File: src/rtl/rrbo_pkg.sv
package rrbo_pkg;

	// ==========================================================
	// Opcode patterns
	localparam logic [15:0] RETI_MASK   = 16'hFFF8; // Fixed upper pattern of interrupt return
	localparam logic [15:0] RETI_CODE   = 16'h0008;
	localparam logic [15:0] RETW_MASK   = 16'hFF00; // Literal return
	localparam logic [15:0] RETW_CODE   = 16'h7800;
	localparam logic [15:0] ROT_MASK    = 16'hFE00; // Rotates share this mask
	localparam logic [15:0] RLM_CODE    = 16'h3600;
	localparam logic [15:0] RLW_CODE    = 16'h3400;
	localparam logic [15:0] RRM_CODE    = 16'h3200;
	localparam logic [15:0] RRW_CODE    = 16'h3000;
	localparam logic [15:0] BIT_MASK    = 16'hF000; // Bit-oriented group
	localparam logic [15:0] SKIP_CODE   = 16'h7000;
	localparam logic [15:0] SETB_CODE   = 16'h5000;
	localparam logic [15:0] PAGE_MASK   = 16'hFFF8; // Page-load instruction
	localparam logic [15:0] PAGE_CODE   = 16'h0010;

	// ==========================================================
	// Field positions
	localparam int OPT_SPEED = 2; // Reinstate speed option
	localparam int OPT_VEC   = 1; // Store PC+1 into vector
	localparam int OPT_TMR   = 0; // Add W to timer
	localparam int BITSEL_LO = 9; // Bit number field
	localparam int CARRY_POS = 0; // Carry within status

	// ==========================================================
	// Reset values and cycle counts
	localparam logic [15:0] VEC_RESET    = 16'h0000; // Vector after reset
	localparam logic [15:0] PC_RESET     = 16'h0000;
	localparam logic [1:0]  RET_CYCLES   = 2'h3;     // Returns take three cycles
	localparam logic [1:0]  SKIP_CYCLES  = 2'h2;     // Skip taken takes two

	// ==========================================================
	// Execution state
	typedef enum logic [2:0]
	{
		RRBO_EXEC = 3'b001, // Decode a fresh opcode
		RRBO_WAIT = 3'b010, // Extra cycles of a multi-cycle instruction
		RRBO_SKIP = 3'b100  // Discard skipped instructions
	} rrbo_state_t;

	// Carrier for the memory write-back
	typedef struct packed
	{
		logic       we;   // Write strobe
		logic [8:0] addr; // Byte address
		logic [7:0] data; // Byte written
	} rrbo_mem_wr_t;

	// Carrier for the vector / timer side effects
	typedef struct packed
	{
		logic       vec_we; // Load vector pair
		logic [7:0] vec_hi;
		logic [7:0] vec_lo;
		logic       tmr_we; // Load timer count
		logic [7:0] tmr;
	} rrbo_side_t;

endpackage
File: src/rtl/rrbo_core.sv
// Notes on behaviour
// - Interrupt return reloads saved PC, three cycles.
// - Interrupt return restores whole status from shadow.
// - Option bit 2 reinstates pre-interrupt speed.
// - Option bit 1 stores PC+1 into vector.
// - Option bit 0 adds W to timer.
// - Interrupt entry shadows registers, jumps to vector.
// - Literal return loads W, pops PC, three cycles.
// - Subroutine returns leave page-select bits alone.
// - Call stack separate from data-memory stack.
// - Rotate left into memory through carry.
// - Rotate left into W, memory unchanged.
// - Rotate right into memory through carry.
// - Rotate right into W, memory unchanged.
// - Rotates change only carry among status bits.
// - Skip-if-set: one cycle, two when skipping.
// - Bit-set forces one bit, no flags.
// - Three-bit bit number, nine-bit address.
// - Page-loads after taken skip skipped too.
`timescale 1ns/1ns
`default_nettype none

module rrbo_core #(
	parameter int STACK_DEPTH = 16 // Hardware call stack depth
)(
	// Clock and reset
	input  wire logic                  SYS_CLK_IN,
	input  wire logic                  RSTN_IN,
	// Instruction fetch
	input  wire logic                  OP_VALID_IN,    // Opcode present this cycle
	input  wire logic [15:0]           OPCODE_IN,
	output logic                       OP_READY_OUT,   // Core accepts opcode
	// Operands
	input  wire logic [7:0]            MEM_RDATA_IN,   // Addressed data byte
	input  wire logic [7:0]            W_IN,           // Working register
	input  wire logic [7:0]            STATUS_IN,      // Live status register
	input  wire logic [7:0]            SPEED_IN,       // Live speed setting
	input  wire logic [7:0]            TMR_IN,         // Live timer 0 count
	// Interrupt entry and call
	input  wire logic                  IRQ_ENTRY_IN,   // Interrupt taken (pulse)
	input  wire logic                  CALL_IN,        // Call pushes a return unless an opcode fires in the same cycle
	input  wire logic [15:0]           CALL_TARGET_IN,
	// Results
	output logic [8:0]                 MEM_ADDR_OUT,   // Operand address
	output rrbo_pkg::rrbo_mem_wr_t     MEM_WR_OUT,
	output logic                       W_WE_OUT,
	output logic [7:0]                 W_OUT,
	output logic                       STATUS_WE_OUT,
	output logic [7:0]                 STATUS_OUT,
	output logic                       SPEED_WE_OUT,
	output logic [7:0]                 SPEED_OUT,
	output rrbo_pkg::rrbo_side_t       SIDE_OUT,
	output logic [15:0]                PC_OUT
);

	// ==========================================================
	// Elaboration check
	initial
	begin
		if (STACK_DEPTH < 2 || STACK_DEPTH > 256)
			$error("STACK_DEPTH out of range");
	end

	localparam int SPW = $clog2(STACK_DEPTH);

	// ==========================================================
	// Decode helpers
	function automatic logic match(input logic [15:0] op, input logic [15:0] m,
		input logic [15:0] c);
		match = (op & m) == c;
	endfunction

	// ==========================================================
	// State
	rrbo_pkg::rrbo_state_t state;            // Sequencer state
	logic [1:0]            cyc;              // Remaining extra cycles
	logic [15:0]           pc;               // Program counter
	logic [15:0]           vec;              // Interrupt vector pair
	logic [15:0]           shadow_pc;        // PC saved at entry
	logic [7:0]            shadow_status;    // Status saved at entry
	logic [7:0]            shadow_speed;     // Speed saved at entry
	logic [15:0]           stack [STACK_DEPTH]; // Call return addresses
	logic [SPW-1:0]        sp;               // Call stack pointer
	logic [15:0]           ret_target;       // Latched return destination

	// Decoded opcode
	logic is_reti;
	logic is_retw;
	logic is_rlm;
	logic is_rlw;
	logic is_rrm;
	logic is_rrw;
	logic is_skip;
	logic is_setb;
	logic is_page;
	logic [2:0] bit_sel;
	logic tested;
	logic carry;
	logic [7:0] rot_l;
	logic [7:0] rot_r;

	always_comb
	begin
		is_reti = match(OPCODE_IN, rrbo_pkg::RETI_MASK, rrbo_pkg::RETI_CODE);
		is_retw = match(OPCODE_IN, rrbo_pkg::RETW_MASK, rrbo_pkg::RETW_CODE);
		is_rlm  = match(OPCODE_IN, rrbo_pkg::ROT_MASK, rrbo_pkg::RLM_CODE);
		is_rlw  = match(OPCODE_IN, rrbo_pkg::ROT_MASK, rrbo_pkg::RLW_CODE);
		is_rrm  = match(OPCODE_IN, rrbo_pkg::ROT_MASK, rrbo_pkg::RRM_CODE);
		is_rrw  = match(OPCODE_IN, rrbo_pkg::ROT_MASK, rrbo_pkg::RRW_CODE);
		// Literal return shares the upper nibble, so exclude it
		is_skip = match(OPCODE_IN, rrbo_pkg::BIT_MASK, rrbo_pkg::SKIP_CODE) && !is_retw;
		is_setb = match(OPCODE_IN, rrbo_pkg::BIT_MASK, rrbo_pkg::SETB_CODE);
		is_page = match(OPCODE_IN, rrbo_pkg::PAGE_MASK, rrbo_pkg::PAGE_CODE);
		bit_sel = OPCODE_IN[rrbo_pkg::BITSEL_LO +: 3];
		tested  = MEM_RDATA_IN[bit_sel];
		carry   = STATUS_IN[rrbo_pkg::CARRY_POS];
		rot_l   = {MEM_RDATA_IN[6:0], carry};
		rot_r   = {carry, MEM_RDATA_IN[7:1]};
	end

	logic fire;   // Fresh opcode executes this cycle
	assign fire = OP_VALID_IN && (state == rrbo_pkg::RRBO_EXEC) && !IRQ_ENTRY_IN;

	// Ready while decoding or discarding; stalls during return cycles
	assign OP_READY_OUT = (state != rrbo_pkg::RRBO_WAIT);
	assign MEM_ADDR_OUT = OPCODE_IN[8:0];

	// ==========================================================
	// Sequencer: multi-cycle returns and skip discard
	always_ff @(posedge SYS_CLK_IN or negedge RSTN_IN)
	begin
		if (!RSTN_IN)
		begin
			state <= rrbo_pkg::RRBO_EXEC;
			cyc   <= 2'h0;
		end
		else
		begin
			case (state)
				rrbo_pkg::RRBO_EXEC:
				begin
					if (fire && (is_reti || is_retw))
					begin
						// Two more cycles after the decode cycle
						state <= rrbo_pkg::RRBO_WAIT;
						cyc   <= rrbo_pkg::RET_CYCLES - 2'h1;
					end
					else if (fire && is_skip && tested)
						state <= rrbo_pkg::RRBO_SKIP;
				end
				rrbo_pkg::RRBO_WAIT:
				begin
					if (cyc == 2'h1)
						state <= rrbo_pkg::RRBO_EXEC;
					cyc <= cyc - 2'h1;
				end
				rrbo_pkg::RRBO_SKIP:
				begin
					// Page-loads keep the discard going, one cycle each
					if (OP_VALID_IN && !is_page)
						state <= rrbo_pkg::RRBO_EXEC;
				end
				default:
					state <= rrbo_pkg::RRBO_EXEC;
			endcase
		end
	end

	// ==========================================================
	// Program counter
	always_ff @(posedge SYS_CLK_IN or negedge RSTN_IN)
	begin
		if (!RSTN_IN)
			pc <= rrbo_pkg::PC_RESET;
		else if (IRQ_ENTRY_IN)
			pc <= vec;
		else if (state == rrbo_pkg::RRBO_WAIT)
		begin
			if (cyc == 2'h1)
				pc <= ret_target;
		end
		else if (CALL_IN)
			pc <= CALL_TARGET_IN;
		else if (OP_VALID_IN && !(fire && (is_reti || is_retw)))
			pc <= pc + 16'h0001; // Skipped words advance the PC too
	end

	// Return target latched on decode
	always_ff @(posedge SYS_CLK_IN or negedge RSTN_IN)
	begin
		if (!RSTN_IN)
			ret_target <= rrbo_pkg::PC_RESET;
		else if (fire && is_reti)
			ret_target <= shadow_pc;
		else if (fire && is_retw)
			ret_target <= stack[sp - SPW'(1)];
	end

	// ==========================================================
	// Hardware call stack, private to call and return
	always_ff @(posedge SYS_CLK_IN or negedge RSTN_IN)
	begin
		if (!RSTN_IN)
			sp <= '0;
		else if (CALL_IN && fire == 1'b0)
			sp <= sp + SPW'(1);
		else if (fire && is_retw)
			sp <= sp - SPW'(1);
	end

	always_ff @(posedge SYS_CLK_IN)
	begin
		if (CALL_IN)
			stack[sp] <= pc + 16'h0001;
	end

	// ==========================================================
	// Shadow capture on interrupt entry
	always_ff @(posedge SYS_CLK_IN or negedge RSTN_IN)
	begin
		if (!RSTN_IN)
		begin
			shadow_pc     <= rrbo_pkg::PC_RESET;
			shadow_status <= 8'h00;
			shadow_speed  <= 8'h00;
		end
		else if (IRQ_ENTRY_IN)
		begin
			shadow_pc     <= pc;
			shadow_status <= STATUS_IN;
			shadow_speed  <= SPEED_IN;
		end
	end

	// Vector pair, reloaded by an interrupt return option
	always_ff @(posedge SYS_CLK_IN or negedge RSTN_IN)
	begin
		if (!RSTN_IN)
			vec <= rrbo_pkg::VEC_RESET;
		else if (fire && is_reti && OPCODE_IN[rrbo_pkg::OPT_VEC])
			vec <= pc + 16'h0001;
	end

	// ==========================================================
	// Result registers; all option effects on the decode cycle
	always_ff @(posedge SYS_CLK_IN or negedge RSTN_IN)
	begin
		if (!RSTN_IN)
		begin
			MEM_WR_OUT    <= '0;
			W_WE_OUT      <= 1'b0;
			W_OUT         <= 8'h00;
			STATUS_WE_OUT <= 1'b0;
			STATUS_OUT    <= 8'h00;
			SPEED_WE_OUT  <= 1'b0;
			SPEED_OUT     <= 8'h00;
			SIDE_OUT      <= '0;
		end
		else
		begin
			MEM_WR_OUT.we     <= 1'b0;
			MEM_WR_OUT.addr   <= OPCODE_IN[8:0];
			W_WE_OUT          <= 1'b0;
			STATUS_WE_OUT     <= 1'b0;
			SPEED_WE_OUT      <= 1'b0;
			SIDE_OUT.vec_we   <= 1'b0;
			SIDE_OUT.tmr_we   <= 1'b0;
			STATUS_OUT        <= STATUS_IN;
			if (fire)
			begin
				if (is_reti)
				begin
					// Each option acts on its own
					STATUS_WE_OUT <= 1'b1;
					STATUS_OUT    <= shadow_status;
					SPEED_WE_OUT  <= OPCODE_IN[rrbo_pkg::OPT_SPEED];
					SPEED_OUT     <= shadow_speed;
					SIDE_OUT.vec_we <= OPCODE_IN[rrbo_pkg::OPT_VEC];
					{SIDE_OUT.vec_hi, SIDE_OUT.vec_lo} <= pc + 16'h0001;
					SIDE_OUT.tmr_we <= OPCODE_IN[rrbo_pkg::OPT_TMR];
					SIDE_OUT.tmr    <= TMR_IN + W_IN;
				end
				else if (is_retw)
				begin
					// Status untouched, so page bits survive
					W_WE_OUT <= 1'b1;
					W_OUT    <= OPCODE_IN[7:0];
				end
				else if (is_rlm || is_rlw)
				begin
					STATUS_WE_OUT <= 1'b1;
					STATUS_OUT    <= {STATUS_IN[7:1], MEM_RDATA_IN[7]};
					MEM_WR_OUT.we   <= is_rlm;
					MEM_WR_OUT.data <= rot_l;
					W_WE_OUT      <= is_rlw;
					W_OUT         <= rot_l;
				end
				else if (is_rrm || is_rrw)
				begin
					STATUS_WE_OUT <= 1'b1;
					STATUS_OUT    <= {STATUS_IN[7:1], MEM_RDATA_IN[0]};
					MEM_WR_OUT.we   <= is_rrm;
					MEM_WR_OUT.data <= rot_r;
					W_WE_OUT      <= is_rrw;
					W_OUT         <= rot_r;
				end
				else if (is_setb)
				begin
					// No status write at all
					MEM_WR_OUT.we   <= 1'b1;
					MEM_WR_OUT.data <= MEM_RDATA_IN | (8'h01 << bit_sel);
				end
			end
		end
	end

	assign PC_OUT = pc;

endmodule

`default_nettype wire

File: config.mk
export PLATFORM = sky130hd
export DESIGN_NAME = rrbo_core
export DESIGN_NICKNAME = d
export VERILOG_FILES = /design/src/rtl/rrbo_pkg.sv /design/src/rtl/rrbo_core.sv
export SDC_FILE = /design/constraint.sdc
export NUM_CORES = 1
export LEC_CHECK = 0
export CAP_MARGIN = 0
export CORE_ASPECT_RATIO = 1.5
export CORE_UTILIZATION = 50
export CTS_BUF_LIST = sky130_fd_sc_hd__clkbuf_4
export DETAILED_ROUTE_END_ITERATION = 8
export DONT_BUFFER_PORTS = 1
export PLACE_DENSITY = 0.66
export SKIP_CTS_REPAIR_TIMING = 1
export SLEW_MARGIN = 20
export SYNTH_ARGS = -nofsm -noshare
export SYNTH_HDL_FRONTEND = slang
export SYNTH_SLANG_ARGS = --single-unit
File: constraint.sdc
create_clock -name SYS_CLK_IN -period 6 [get_ports SYS_CLK_IN]
set_input_delay 0 -clock SYS_CLK_IN [delete_from_list [all_inputs] [get_ports SYS_CLK_IN]]
set_output_delay 0 -clock SYS_CLK_IN [all_outputs]
set_load 0.02 [all_outputs]
Word level (Yosys, flattened, before mapping)
Memory sizes are Yosys's and may differ from the RTL's.
Index checks and enable logic that the tools add are counted.
{"block": "totals", "ff_bits": 160, "ram_bits": 256, "in_bits": 77, "out_inout_bits": 97, "word_cells": 136, "memories": 1}
{"memory": "stack", "words": 16, "word_bits": 16, "read_ports": 1, "rd_clocked_by_memory_dff": 0, "write_ports": 1, "line": "rrbo_core.sv:82", "source": "logic [15:0] stack [STACK_DEPTH];"}
{"block": "classes", "add_sub_neg": 5, "n_lt_le_gt_ge": 1, "n_eq_ne": 19, "shifts": 1, "n_mux": 51, "n_bitwise": 4, "reduce_logical": 31}
{"operator": "two-way mux 16 bit", "count": 7}
{"operator": "two-way mux 8 bit", "count": 8}
{"operator": "two-way mux 26 bit", "count": 2}
{"operator": "equality test 7 x 5 -> 1 bit (second input constant)", "count": 4}
{"operator": "two-way mux 1 bit", "count": 24}
{"operator": "adder 16 x 1 -> 16 bit (second input constant)", "count": 1}
{"operator": "equality test 13 x 1 -> 1 bit (second input constant)", "count": 1}
{"operator": "equality test 13 x 2 -> 1 bit (second input constant)", "count": 1}
{"operator": "logical AND 1 bit", "count": 12}
{"operator": "two-way mux 3 bit", "count": 4}
{"operator": "one-hot mux 3 bit (3 select lines)", "count": 1}
{"operator": "adder 8 bit", "count": 1}
{"operator": "equality test 4 x 3 -> 1 bit (second input constant)", "count": 2}
{"operator": "equality test 8 x 7 -> 1 bit (second input constant)", "count": 1}
{"operator": "two-way mux 4 bit", "count": 2}
{"operator": "OR 8 bit", "count": 1}
{"operator": "<< shifter 1 x 3 -> 8 bit (first input constant)", "count": 1}
{"operator": "AND reduction 2 bit", "count": 3}
{"operator": "AND reduction 3 bit", "count": 2}
{"operator": "nonzero test 2 bit", "count": 3}
{"operator": "nonzero test 3 bit", "count": 2}
{"operator": "adder 4 x 1 -> 4 bit (second input constant)", "count": 1}
{"operator": "logical NOT 1 bit", "count": 4}
{"operator": "< comparator 3 x 4 -> 1 bit (second input constant)", "count": 1}
{"operator": "other kinds (18)", "count": 23}

Depth between registers and ports, before layout
{"block": "depth", "ltp_word": 10, "ltp_mapped": 10, "depth_no_buf": 8}

Worst setup path before layout
No wires, ideal clock.
{"block": "synth_timing", "kind": "register to register", "startpoint": "register sp[0]", "endpoint": "memory stack[8][0], enable pin", "setup_ns": 0.413, "arrival_ns": 2.445, "required_ns": 5.587, "setup_slack_ns": 3.142, "path_stages_with_launch": 7, "n_path_buf": 2, "period_less_slack_ns": 2.858, "path_cell_list": "dfrtp_1 > buf_2 > buf_1 > inv_1 > ha_1 > nand2_1 > nor3b_1"}
{"element": "start, declared", "line": "rrbo_core.sv:83", "source": "logic [SPW-1:0] sp;"}
{"element": "start signal, assigned", "line": "rrbo_core.sv:206", "source": "sp <= sp + SPW'(1);"}
{"element": "start signal, assigned", "line": "rrbo_core.sv:208", "source": "sp <= sp - SPW'(1);"}
{"element": "end, declared", "line": "rrbo_core.sv:82"}
Straight into the memory's write port.

Final worst setup path
{"block": "layout_timing", "startpoint": "register state[0]", "endpoint": "register MEM_WR_OUT[7] in the netlist's numbering"}
{"block": "layout_via", "elab_chain_len": 4}
{"element": "start, declared", "line": "rrbo_core.sv:75", "source": "rrbo_pkg::rrbo_state_t state;"}
{"element": "start signal, assigned", "line": "rrbo_core.sv:134", "source": "state <= rrbo_pkg::RRBO_EXEC;"}
{"element": "start signal, assigned", "line": "rrbo_core.sv:145", "source": "state <= rrbo_pkg::RRBO_WAIT;"}
{"element": "start signal, assigned", "line": "rrbo_core.sv:149", "source": "state <= rrbo_pkg::RRBO_SKIP;"}
{"element": "equality test 3 x 1 -> 1 bit", "line": "rrbo_core.sv:122", "source": "assign fire = OP_VALID_IN && (state == rrbo_pkg::RRBO_EXEC) && !IRQ_ENTRY_IN;"}
{"element": "logical AND 1 bit (2 in series)", "line": "rrbo_core.sv:122"}
{"element": "AND reduction 4 bit (no source line)"}
{"element": "end, declared", "line": "rrbo_core.sv:45", "source": "output rrbo_pkg::rrbo_mem_wr_t MEM_WR_OUT,"}
Every way passes these cells.
A chain may end at the register's enable or synchronous reset.

==> key figures <==
Power
  • PwrDens: 384 nW/µm²
  • Leakage: between 7 and 8 nW
  • Max VDD drop: 311 µV
  • Power consumption: 0.00792 W

Die
  • DIE AREA: 35700 µm²
  • Num rows: 83
  • Ports: 174
  • Die X: approximately 150 µm
  • Die Span Y: 231 µm
  • Starting Density: slightly above 50%
  • Core area: 34400 µm²

CTS
  • Clk root buf: clkbuf_4
  • H-tree depth: 3
  • CTS tree: yes
  • Total CTS buffers: 94
  • Clock Sinks: 416
  • Clk pin slew, worst setup/hold paths: 70 ps
  • Clock tree buffer depth: 3
  • Clk_lat worst skew: 800 ps

Timing
  • Final-report max-slew violation count: 0
  • Slew @ Worst Pin: 1130 ps
  • Endpoints failing setup: 0
  • Final period utilization: between 60% and 70%
  • Min Hold Slack: -3.60 ps
  • Crit path time final: 3910 ps
  • Layout Skew: 46.5 ps
  • TNS Setup: 0 ps
  • Slew HR: 24.7%
  • RSZ-0062 raised after global routing: false
  • Max Freq: roughly 260 MHz
  • Final hold vios: 1

Detailed routing
  • Wire per inst: roughly 24 µm
  • WL final: 45.6 mm
  • Antenna-violating nets left: 0
  • Pre-antenna DRT Iters: 6
  • DRC Markers: 0
  • Via count: 11200
  • Drt initial violations: 788
  • Vias per std cell: 5.86

Cells and area
  • Storage element area: 11700 µm²
  • Fin cells: 1919
  • Final net count: 1463
  • Fillers: 2553
  • Layout area overhead: 18.1%
  • Share of cells above drive strength 1: 21.2%
  • Fin util: about three fifths
  • Multi-input gate area: 5330 µm²

Setup path
  • CP Cell Sequence: or3b_4, nor3b_2, nand2_1, nor3b_2, dlygate4sd3_1, o211ai_1, dlygate4sd3_1, o21a_1
  • R2r startpoint: state[0]$_DFFE_PN1P_
  • R2R Path End: MEM_WR_OUT[7]$_DFFE_PN0P_
  • R2R setup slack: roughly 2100 ps
  • Worst Reg2Reg Path Length in Cells: 8
  • CP Class: reg2reg
  • CP Launch Point: state[0]$_DFFE_PN1P_
  • Slowest cell on the critical path: dlygate4sd3_1
  • CP Capture Type: flip-flop
  • Startpoint Class: flip-flop
  • Critical path's largest stage delay: approximately 850 ps
  • Critical Path Fanout Max: 9
  • Worst endpoint data arrival time: 4570 ps
  • Critical Path RT: 6660 ps

Global routing
  • Vias in the first global route: approximately 11000
  • Initial antenna violation count: 1
  • Grt ovf: 0
  • Pin count of the biggest net entering global routing: 161
  • First-pass GRT wire length: 65.1 mm
  • Tot GR Track Use: between 20% and 30%

Synth
  • Leading area contributor after synthesis: edfxtp_1
  • Mapped Area: 17500 µm²
  • Mapped Avg Cell Area: 14.7 µm²
  • Most frequent cell after synthesis: edfxtp_1
  • Register area share after synthesis: 66.9%
  • Most used DFF post-synth: edfxtp_1
  • Synth area leaders: edfxtp_1 44%, dfrtp_1 23%, mux4_2 8.5%, nand2_1 3.1%, mux2i_1 2.6%
  • Cells after Synth: 1186
  • Post-synth EDFFs: 256
  • Asr flop ratio synth: 38.5%
  • Synth cell types: 60
  • Commonest cells in the synthesized netlist: 256 x edfxtp_1, 159 x dfrtp_1, 146 x nand2_1
  • Post-synthesis register bit count: 416
  • Yosys top cell area share: 44.0%
  • Syn Nets: between 1000 and 1500
  • YS warnings: 0

Flow run
  • MaxCap Viol Count: 0

Run status
  • Outcome: finished, violations left
  • Failing checks: negative hold slack

Place
  • Final HPWL DP: between 20 and 30 mm
  • Dpl cells: 1596
  • IO buf count: 0
  • Routability cong.: between 0.8 and 0.9

Worst hold path
  • Worst Hold Depth: 4
  • Hold wc startpoint: OPCODE_IN[12]
  • Hold Path End: PC_OUT[1]$_DFFE_PN0P_
  • Hold/Removal Path Class: in2reg
cells in the final DEF (no fill, tap or decap), drive strengths merged, types with 34 or more instances in the layout:
master / n
dlygate4sd3: 143
mux2: 34
nor2: 39
edfxtp: 256
dfrtp: 159
o21ai: 98
clkbuf: 149
mux2i: 46
mux4: 66
nand2: 146
area by class of cell:
| type | count | area share [%] |
|---|---|---|
| Tap cell | 467 | 2.83 |
| Sequential cell | 416 | 56.7 |
| Clock inverter | 27 | 0.673 |
| Clock buffer | 149 | 5.42 |
| Timing Repair Buffer | 167 | 8.10 |
| Multi-Input combinational cell | 665 | 25.8 |
| Inverter | 27 | 0.491 |
| Antenna cell | 1 | 0.0121 |
report_power, final:
part	leakage, nW	switching (W)	internal, W	total [W]
Sequential	4.39	0.000280	0.00334	0.00362
Combinational	2.85	0.00102	0.00101	0.00203
Clock	0.754	0.00110	0.00117	0.00228
Total	7.99	0.00240	0.00552	0.00792
worst max path at each step:
stage                                 endpoint  slack (ps)  depth (start not counted)
global placement    ret_target[10]$_DFFE_PN0P_        2390                          7
floorplan                stack[8][0]$_DFFE_PP_        3140                          6
detailed placement  ret_target[11]$_DFFE_PN0P_        2280                          7
global route         MEM_WR_OUT[7]$_DFFE_PN0P_        1990                          8
finish               MEM_WR_OUT[7]$_DFFE_PN0P_        2090                          8
CTS                 ret_target[11]$_DFFE_PN0P_        2240                          7
routing by layer:
layer / global-route usage, % / share of wire [%] / vias up
li1: - / - / 4883
met1: 28.5 / 37 / 5757
met2: 44.3 / 54 / 498
met3: 4.69 / 5.8 / 111
met4: 11.6 / 3.2 / 0
met5: 0 / 0 / -
critical path, delay by kind of cell, from the launching register on:
family                 cells  cell delay (ps)
AO/OA/AOI/OAI              2              230
buffers and inverters      2             1430
flip-flops                 1              560
AND/OR/NAND/NOR            4             1550
sequential cells by signal, indices dropped and copies added, names as in the netlist:
register and flops:
SPEED_OUT 8, PC_OUT 16, stack 256, STATUS_OUT 8
ret_target 16, sp 4, SIDE_OUT 26, vec 16
cyc 2, shadow_status 8, shadow_pc 16, W_OUT 8
state 3, STATUS_WE_OUT 1, W_WE_OUT 1, SPEED_WE_OUT 1
shadow_speed 8, MEM_WR_OUT 18
cell families (layout without fill, tap and decap cells):
kind of cell / after synthesis / in the layout / share of synthesized area [%]
muxes: 146 / 146 / 13.3
adders and majority gates: 15 / 15 / 1.12
xor gates and xnor gates: 25 / 25 / 1.25
AOI/OAI and AO/OA: 211 / 211 / 7.44
other: 0 / 1 / 0
buffers and inverters: 105 / 370 / 2.88
and+or+nand+nor: 268 / 268 / 7.10
DFF: 416 / 416 / 66.9
metrics by stage:
step / setup WS (ps) / area, µm² / hold WS, ps
floorplan: 3140 / 17500 / -296
CTS: 2240 / 19100 / -1170
global placement: 2390 / 17900 / -292
detailed placement: 2280 / 17900 / -293
finish: 2090 / 20600 / -3.60
global route: 1990 / 20600 / 0.0393
No activity file was read; power rests on OpenSTA's default activity.
